<file path="src/hw/thermal_alert_defines.svh">
// Purpose: Offsets, field positions and reset values of the alarm status and mask registers.
// Assumes: Included by its bare name from every file that needs a number.
// Notes: Definitions only.
`ifndef THERMAL_ALERT_DEFINES_SVH
`define THERMAL_ALERT_DEFINES_SVH

// ****************************************
// Register offsets
// ****************************************
`define TA_STATUS_ADDR 8'h02
`define TA_MASK_ADDR 8'h16

// ****************************************
// Status and mask bit positions
// ****************************************
`define TA_BIT_BUSY 7
`define TA_BIT_LOCAL_HIGH 6
`define TA_BIT_UNUSED5 5
`define TA_BIT_REMOTE_HIGH 4
`define TA_BIT_REMOTE_LOW 3
`define TA_BIT_DIODE_FAULT 2
`define TA_BIT_REMOTE_CRIT 1
`define TA_BIT_TACH 0

// ****************************************
// Reset values and fixed patterns
// ****************************************
`define TA_STATUS_RESET 8'h00
`define TA_MASK_RESET 8'ha4
`define TA_MASK_FIXED_ONES 8'ha4
`define TA_MASK_WRITABLE 8'h5b
`define TA_ALERT_CAPABLE 8'h5b
`define TA_LATCH_BITS 8'h5f
`define TA_RDATA_UNMAPPED 8'h00
`define TA_RDATA_RESET 8'h00

`endif

</file>
<file path="src/hw/thermal_alert_pkg.sv">
// Purpose: Types shared by the alarm status and mask logic.
// Assumes: Numbers live in thermal_alert_defines.svh.
// Notes: Each hw module keeps its whole state in one of these structs.
package thermal_alert_pkg;

  // ****************************************
  // Register access from the serial port engine
  // ****************************************
  typedef struct packed {
    logic [7:0] addr;   // Register pointer
    logic [7:0] wdata;  // Write byte
    logic wr;           // One-cycle write strobe
    logic rd;           // One-cycle read strobe
  } reg_req_t;

  // ****************************************
  // Module state records
  // ****************************************
  typedef struct packed {
    logic [7:0] cond;    // Live comparison result, last conversion
    logic [7:0] status;  // Sticky alarm bits
  } latch_state_t;

  typedef struct packed {
    logic alert_n;   // Pin level while driven
    logic alert_oe;  // High while pulling the pin low
  } alert_state_t;

  typedef struct packed {
    logic [7:0] mask;   // Alarm mask register
    logic [7:0] rdata;  // Read data byte
  } top_state_t;

endpackage

</file>
<file path="src/hw/alarm_latch.sv">
// Purpose: Sticky alarm bits that hold until read, then reload from the live condition.
// Assumes: Condition and strobes come from logic on the same clock.
// Notes: A new alarm in the read cycle survives the read.
`timescale 1ns/10ps
`include "thermal_alert_defines.svh"
module alarm_latch
  import thermal_alert_pkg::*;
#(
  parameter int WIDTH = 8,
  parameter logic [WIDTH-1:0] LATCH_BITS = `TA_LATCH_BITS
)
(
  input wire logic ref_clk_i,
  input wire logic sys_rst_i,
  input wire logic [WIDTH-1:0] cond_i,   // Fresh comparison results
  input wire logic update_i,             // Conversion complete strobe
  input wire logic clear_i,              // Status read strobe
  output logic [WIDTH-1:0] status_o,     // Sticky bits
  output logic [WIDTH-1:0] cond_o        // Live condition
);

  latch_state_t state;       // Registered state
  latch_state_t next_state;  // Next state
  logic [WIDTH-1:0] next_cond_w;
  logic [WIDTH-1:0] next_status_w;

  // ****************************************
  // Per-bit latch
  // ****************************************
  for (genvar b = 0; b < WIDTH; b++)
  begin : g_bit
    if (LATCH_BITS[b])
    begin : g_used
      // Hold live result between conversions
      assign next_cond_w[b] = update_i ? cond_i[b] : state.cond[b];
      // Read reloads from live condition; set wins over clear
      assign next_status_w[b] = (clear_i ? state.cond[b] : state.status[b]) | (update_i & cond_i[b]);
    end
    else
    begin : g_unused
      // Busy and unused bits never latch
      assign next_cond_w[b] = 1'b0;
      assign next_status_w[b] = 1'b0;
    end
  end

  // Pack next state
  always_comb
  begin
    next_state = state;
    next_state.cond = next_cond_w;
    next_state.status = next_status_w;
  end

  // State register, zero after reset
  always_ff @(posedge ref_clk_i or posedge sys_rst_i)
  begin
    if (sys_rst_i)
    begin
      state <= '{cond: `TA_STATUS_RESET, status: `TA_STATUS_RESET};
    end
    else
    begin
      state <= next_state;
    end
  end

  assign status_o = state.status;
  assign cond_o = state.cond;

endmodule

</file>
<file path="src/hw/alert_pin_ctrl.sv">
// Purpose: Drives the open-drain alert pin from masked alarms.
// Assumes: Mode bit, mask and alarm vectors share the clock.
// Notes: Pin is active low; enable is high while pulling low.
`timescale 1ns/10ps
`include "thermal_alert_defines.svh"
module alert_pin_ctrl
  import thermal_alert_pkg::*;
(
  input wire logic ref_clk_i,
  input wire logic sys_rst_i,
  input wire logic [7:0] status_i,      // Sticky alarm bits
  input wire logic [7:0] cond_i,        // Live alarm condition
  input wire logic [7:0] mask_i,        // Mask register
  input wire logic comparator_mode_i,   // 1 follows live condition
  output logic alert_n_o,               // Pin level
  output logic alert_oe_o               // Pin drive enable
);

  alert_state_t state;       // Registered pin state
  alert_state_t next_state;  // Next pin state
  logic [7:0] source;        // Chosen alarm vector
  logic active;              // Any unmasked alert-capable alarm

  // Select source, apply mask and capability
  always_comb
  begin
    // Comparator mode follows live condition, else latched bits
    source = comparator_mode_i ? cond_i : status_i;
    // Mask 0 lets an alarm through; busy and diode fault excluded
    active = |(source & ~mask_i & `TA_ALERT_CAPABLE);
    next_state.alert_n = ~active;
    next_state.alert_oe = active;
  end

  // Pin register, released after reset
  always_ff @(posedge ref_clk_i or posedge sys_rst_i)
  begin
    if (sys_rst_i)
    begin
      state <= '{alert_n: 1'b1, alert_oe: 1'b0};
    end
    else
    begin
      state <= next_state;
    end
  end

  assign alert_n_o = state.alert_n;
  assign alert_oe_o = state.alert_oe;

endmodule

</file>
<file path="src/hw/thermal_alert_status_mask.sv">
// Purpose: Alarm status and mask registers with open-drain alert pin control.
// Assumes: Serial port engine, converter and tachometer run on ref_clk_i.
// Notes: Comparisons are made here when a conversion result is presented.
`timescale 1ns/10ps
`include "thermal_alert_defines.svh"
module thermal_alert_status_mask
  import thermal_alert_pkg::*;
#(
  parameter int TACH_W = 16  // Tachometer count width
)
(
  input wire logic ref_clk_i,
  input wire logic sys_rst_i,
  input wire reg_req_t reg_req_i,               // Register access strobes
  input wire logic busy_i,                      // Converter active
  input wire logic result_valid_i,              // New conversion result strobe
  input wire logic signed [7:0] local_temp_i,   // Local temperature
  input wire logic signed [7:0] local_high_i,   // Local high limit
  input wire logic signed [10:0] remote_temp_i, // Remote temperature, 0.125 step
  input wire logic signed [10:0] remote_high_i, // Remote high limit
  input wire logic signed [10:0] remote_low_i,  // Remote low limit
  input wire logic signed [7:0] remote_crit_i,  // Remote critical limit, whole degrees
  input wire logic diode_fault_i,               // Diode open or shorted
  input wire logic [TACH_W-1:0] tach_count_i,   // Tachometer count
  input wire logic [TACH_W-1:0] tach_limit_i,   // Tachometer count limit
  input wire logic comparator_mode_i,           // Alert mode configuration bit
  output logic [7:0] reg_rdata_o,               // Read byte
  output logic alert_n_o,                       // Alert pin level
  output logic alert_oe_o                       // Alert pin drive enable
);

  // ****************************************
  // Declarations
  // ****************************************
  top_state_t state;        // Registered state
  top_state_t next_state;   // Next state
  logic [7:0] fresh_cond;   // Comparison results in status layout
  logic [7:0] status_w;     // Sticky bits
  logic [7:0] cond_w;       // Live condition
  logic [7:0] status_view;  // Status as software reads it
  logic status_read;        // Status register read strobe

  // ****************************************
  // Comparators
  // ****************************************
  always_comb
  begin
    fresh_cond = 8'h00;
    // Local strictly above high limit
    fresh_cond[`TA_BIT_LOCAL_HIGH] = local_temp_i > local_high_i;
    // Remote strictly above high limit
    fresh_cond[`TA_BIT_REMOTE_HIGH] = remote_temp_i > remote_high_i;
    // Remote strictly below low limit
    fresh_cond[`TA_BIT_REMOTE_LOW] = remote_temp_i < remote_low_i;
    // Diode connection fault
    fresh_cond[`TA_BIT_DIODE_FAULT] = diode_fault_i;
    // Integer part against critical limit
    // Whole-degree part kept signed so cold readings compare as negative
    fresh_cond[`TA_BIT_REMOTE_CRIT] = $signed(remote_temp_i[10:3]) > remote_crit_i;
    // Slow fan gives large count
    fresh_cond[`TA_BIT_TACH] = tach_count_i > tach_limit_i;
  end

  // ****************************************
  // Sticky status bits
  // ****************************************
  assign status_read = reg_req_i.rd && (reg_req_i.addr == `TA_STATUS_ADDR);

  alarm_latch #(
    .WIDTH(8),
    .LATCH_BITS(`TA_LATCH_BITS)
  ) u_latch (
    .ref_clk_i(ref_clk_i),
    .sys_rst_i(sys_rst_i),
    .cond_i(fresh_cond),
    .update_i(result_valid_i),
    .clear_i(status_read),
    .status_o(status_w),
    .cond_o(cond_w)
  );

  // ****************************************
  // Register file
  // ****************************************
  always_comb
  begin
    status_view = status_w;
    // Busy flag read live
    status_view[`TA_BIT_BUSY] = busy_i;
    // Unused bit reads zero
    status_view[`TA_BIT_UNUSED5] = 1'b0;
    next_state = state;
    // Mask write keeps busy, unused and diode fault bits at one
    if (reg_req_i.wr && (reg_req_i.addr == `TA_MASK_ADDR))
    begin
      next_state.mask = (reg_req_i.wdata & `TA_MASK_WRITABLE) | `TA_MASK_FIXED_ONES;
    end
    // Status writes fall through untouched
    if (reg_req_i.rd)
    begin
      unique case (reg_req_i.addr)
        `TA_STATUS_ADDR: next_state.rdata = status_view; // Value before read-clear
        `TA_MASK_ADDR: next_state.rdata = state.mask | `TA_MASK_FIXED_ONES;
        default: next_state.rdata = `TA_RDATA_UNMAPPED;
      endcase
    end
  end

  // State register
  always_ff @(posedge ref_clk_i or posedge sys_rst_i)
  begin
    if (sys_rst_i)
    begin
      state <= '{mask: `TA_MASK_RESET, rdata: `TA_RDATA_RESET};
    end
    else
    begin
      state <= next_state;
    end
  end

  assign reg_rdata_o = state.rdata;

  // ****************************************
  // Alert pin
  // ****************************************
  alert_pin_ctrl u_pin (
    .ref_clk_i(ref_clk_i),
    .sys_rst_i(sys_rst_i),
    .status_i(status_w),
    .cond_i(cond_w),
    .mask_i(state.mask),
    .comparator_mode_i(comparator_mode_i),
    .alert_n_o(alert_n_o),
    .alert_oe_o(alert_oe_o)
  );

endmodule

</file>
<file path="config.mk">
export PLATFORM = sky130hd
export DESIGN_NAME = thermal_alert_status_mask
export DESIGN_NICKNAME = d
export VERILOG_FILES = /design/src/hw/thermal_alert_pkg.sv /design/src/hw/alarm_latch.sv /design/src/hw/alert_pin_ctrl.sv /design/src/hw/thermal_alert_status_mask.sv
export VERILOG_INCLUDE_DIRS = /design/src /design/src/hw
export SDC_FILE = /design/constraint.sdc
export NUM_CORES = 1
export LEC_CHECK = 0
export ABC_AREA = 1
export BUFFER_PORTS_ARGS = -buffer_cell sky130_fd_sc_hd__buf_2
export CORE_ASPECT_RATIO = 1.75
export CORE_MARGIN = 2
export CORE_UTILIZATION = 50
export CTS_BUF_LIST = sky130_fd_sc_hd__clkbuf_2 sky130_fd_sc_hd__clkbuf_4 sky130_fd_sc_hd__clkbuf_8
export CTS_CLUSTER_DIAMETER = 40
export CTS_CLUSTER_SIZE = 40
export DETAILED_ROUTE_END_ITERATION = 6
export PLACE_DENSITY = 0.9
export SETUP_SLACK_MARGIN = 0.02
export SLEW_MARGIN = 15
export SYNTH_ARGS = -nofsm -noshare
export SYNTH_HDL_FRONTEND = slang
export SYNTH_HIERARCHICAL = 1
export SYNTH_SLANG_ARGS = --single-unit
export TNS_END_PERCENT = 50
</file>
<file path="constraint.sdc">
create_clock -name ref_clk_i -period 1.7 [get_ports ref_clk_i]
set_input_delay 0.085 -clock ref_clk_i [delete_from_list [all_inputs] [get_ports ref_clk_i]]
set_output_delay 0.085 -clock ref_clk_i [all_outputs]
set_load 0.005 [all_outputs]
</file>
After elaboration in Yosys (flattened, before gate mapping) --
Cells that the tools add are included.
Word-level totals: word-level logic and storage cells 39, output and inout port bits 10, bits of input ports 113, flip-flop bits (word level) 27
Operators by class: order comparisons 5, eq/ne operators 2, reduce and logical (&&, ||, !) cells 3, mux-type cells 8, bitwise gates (word level) 15
Operators by type and width (count):
- $gt A16 B16 Y1 | 1
- $gt A8 B8 Y1 | 2
- $pmux W8 S2 | 1
- $gt A11 B11 Y1 | 1
- $lt A11 B11 Y1 | 1
- $eq A8 B2 Y1 const B | 1
- $eq A8 B5 Y1 const B | 1
- $and A7 B7 Y7 | 1
- $mux W7 | 1
- $not A7 Y7 | 1
- $and A1 B1 Y1 | 6
- $mux W1 | 6
- $or A1 B1 Y1 | 6
- $reduce_or A5 Y1 | 1
- $logic_and A1 B1 Y1 | 2
- $not A1 Y1 | 1

Longest topological paths before layout --
word-level depth 4, depth in mapped cells 13, depth with buffers taken out 13

Cells and area by module --
The synthesis kept the hierarchy.
By module, submodules not included:
- thermal_alert_status_mask | instances 1, cells each 324, seq. area each 325.3 um^2, area each 2174.6 um^2
- alarm_latch | instances 1, cells each 56, seq. area each 300.3 um^2, area each 503.0 um^2
- alert_pin_ctrl | instances 1, cells each 52, seq. area each 51.3 um^2, area each 265.3 um^2

Worst setup path after synthesis --
OpenSTA, ideal clock, no wires.
kind input-to-reg, from input remote_high_i[10], to register u_latch.state, in the netlist u_latch/cond_o[4], buffers on the path 0, arrival time 1070 ps, path slack 504 ps, data required time 1574 ps, library setup time 126 ps, cell stages on the path 13, cell sequence inv_1 -> ha_1 -> nand2_1 -> inv_1 -> nand2_1 -> nor2_1 -> nand2_1 -> nand3_1 -> nand2_1 -> inv_1 -> nor2_1 -> nand2_1 -> o21ai_0
On the way: longest elaborated chain between the ends 1
Ends and longest elaborated chain:
- start: declaration | RTL line thermal_alert_status_mask.sv:20 | input wire logic signed [10:0] remote_high_i,
- $gt A11 B11 Y1 | RTL line thermal_alert_status_mask.sv:52 | fresh_cond[`TA_BIT_REMOTE_HIGH] = remote_temp_i > remote_high_i;
- via fresh_cond[4] | RTL line thermal_alert_status_mask.sv:37 | logic [7:0] fresh_cond;
- end signal: assignment | RTL line alarm_latch.sv:60 | state <= '{cond: `TA_STATUS_RESET, status: `TA_STATUS_RESET};
- end signal: assignment | RTL line alarm_latch.sv:64 | state <= next_state;
- end: declaration | RTL line alarm_latch.sv:22 | latch_state_t state;
The timed path passes the listed nets, and every way through them passes these cells. A chain may end at the register's enable or synchronous reset.

Worst setup path in the final report --
from input remote_temp_i[10], to register u_latch.state, in the netlist u_latch/cond_o[4]
On the way: longest elaborated chain between the ends 1
Ends and longest elaborated chain:
- start: declaration | RTL line thermal_alert_status_mask.sv:19 | input wire logic signed [10:0] remote_temp_i,
- $gt A11 B11 Y1 | RTL line thermal_alert_status_mask.sv:52
- via fresh_cond[4] | RTL line thermal_alert_status_mask.sv:37
The timed path passes the listed nets, and every way through them passes these cells.

==> impl_metrics.ini <==
[sta]
finalCritPeriodShare_pct = 68.45
worst_pin_slew_ns = 0.5029
drv_slew = 0
maxSlewHeadroom_pct = 66.44
max_freq_mhz = 859.4
final-hold-violation-count = 0
rsz0062_at_grt = false
hold_ws_ns = 0.007451
finalClockSkew_ns = 0.003177
finalCriticalPeriod_ns = 1.164
setup_tns_ns = 0
setup_viol = 0

[setup_path]
worstPathMaxFanout = 4
start_kind = input port
end_kind = register
crit_required_ns = 1.86
critical_path_arrival_ns = 1.33
critPathLaunch = remote_temp_i[10]
worstSetupPathType = in2reg
r2r-start = u_latch/cond_o[0]

[route]
routedWlPerCell_um = 11.35
num_vias = 3082
drt_iter0_markers = 98
vias_per_cell = 5.003
final_antenna_net_count = 0
drc_errors = 0
drt_first_pass_iters = 4
route.final.wire_length_um = 6991

[place]
routabilityCongestion = 0.8887
numPortBuffers = 119
placed_area_mm2 = 0.003517
dp_hpwl_um = 6146

[flow_run]
maxCapViolations = 0

[clock_network]
cts-resized-gates = 0
cts_tree = built
cts_max_level = 1
numCtsBuffers = 3
clk_pin_slew_ns = 0.09
ctsLongestPathBuffers = 2
cts.sinks = 27
cts_root_buf = clkbuf_8
post_cts_buffers = 0
clkLatencyLatePin_ns = 0.27
cts_hold_buf = 1

[synthesis]
avgSynthCellArea_um2 = 6.827
ys_warn_count = 6
syn_inst = 425
synth_fp_nets = 591
netlist_area_mm2 = 0.002902

[layout]
area_delta_synth_final_pct = 23.16
diodes = 0
post-route-util_pct = 63.98
final_net_count = 707
drive_above_1_share_pct = 24.63
final_area_mm2 = 0.003573

[grt]
grt_pass1_wl_um = 11780
antenna_found_initial = 0
overflow = 0
grtUsageTotal_pct = 22.79
grt_pass1_vias = 3194
grt_max_degree = 16

[pwr]
power_leakage_nw = 2.307
ir_drop_v = 0.0002967
p_total_mw = 1.646
power.density_mw_per_mm2 = 460.6

[floorplan]
die_y_um = 104.8
coreArea_mm2 = 0.005585
initial_core_util_pct = 51.95
die_w_um = 61.59
rows = 36
pin_count = 123
die-area_mm2 = 0.006453

[min_path]
min_from = busy_i
hold_class = in2reg

[run_status]
status = complete, no violations
==> sequential cells by signal (all words and copies together), names as in the netlist <==
name,count
u_pin/alert_oe_o,1
u_pin/alert_n_o,1
reg_rdata_o,8
state,5
u_latch/status_o,6
u_latch/cond_o,6
==> worst paths after layout <==
kind,endpoint,slack [ns],cells past startpoint
max,u_latch/cond_o[4],0.54,13
min,reg_rdata_o[7],0.007,3
max reg2reg,u_pin/alert_oe_o,0.65,6
min reg2reg,reg_rdata_o[2],0.50,2
max in group asynchronous,state[14],0.97,3
min in group asynchronous,u_pin/alert_oe_o,0.22,3
==> power breakdown <==
group	leakage [nW]	switching (mW)	internal (mW)
combinational	1.96	0.313	0.267
clock	0.0255	0.202	0.165
sequential	0.325	0.0288	0.671
total	2.31	0.543	1.10
==> final cells by class <==
| type | instances | area [µm²] |
|---|---|---|
| sequential | 27 | 676.9 |
| clock inverter | 1 | 5.005 |
| fill | 523 | 2012 |
| timing repair buffer | 122 | 620.6 |
| multi-input combinational | 277 | 1722 |
| inverter | 110 | 412.9 |
| clock buffer | 3 | 41.29 |
| tap | 76 | 95.09 |
==> worst max-delay path, stage by stage <==
cell and delay [ns]:
buf_2 0.13, ha_1 0.34, nand2_1 0.07, inv_1 0.07
nand2_1 0.06, nor2_1 0.14, nand2_1 0.08, nand3_1 0.07
nand2_1 0.05, inv_1 0.04, nor2_1 0.04, nand2_1 0.08
o21ai_0 0.08
==> per-stage QoR <==
stage	worst slack (ns)	cells
2_1_floorplan	0.5043	425
3_3_place_gp	0.2801	611
3_5_place_dp	0.2404	611
4_1_cts	0.5402	616
5_1_grt	0.3674	616
6_report	0.5364	616
==> cell usage in the layout, fill, tap and decap left out, drive strengths merged <==
cell type    count
dlygate4sd3      1
nor2            19
nand3           25
inv            109
dfstp            1
ha              53
buf            121
a21oi           25
nand4           12
dfrtp           26
clkbuf           3
o21ai           21
nor4             3
o21a             3
or2              3
clkinv           2
a41oi            1
a21o             1
nand2          111
==> per-layer routing <==
layer  GRT usage [%]  wire length, µm  vias up
li1                -                -     1550
met1           19.55             2281     1392
met2           47.29             4201      121
met3           1.733              312       19
met4           9.119              196        0
met5               0                0        -
Power figures use the tool's default switching activity.
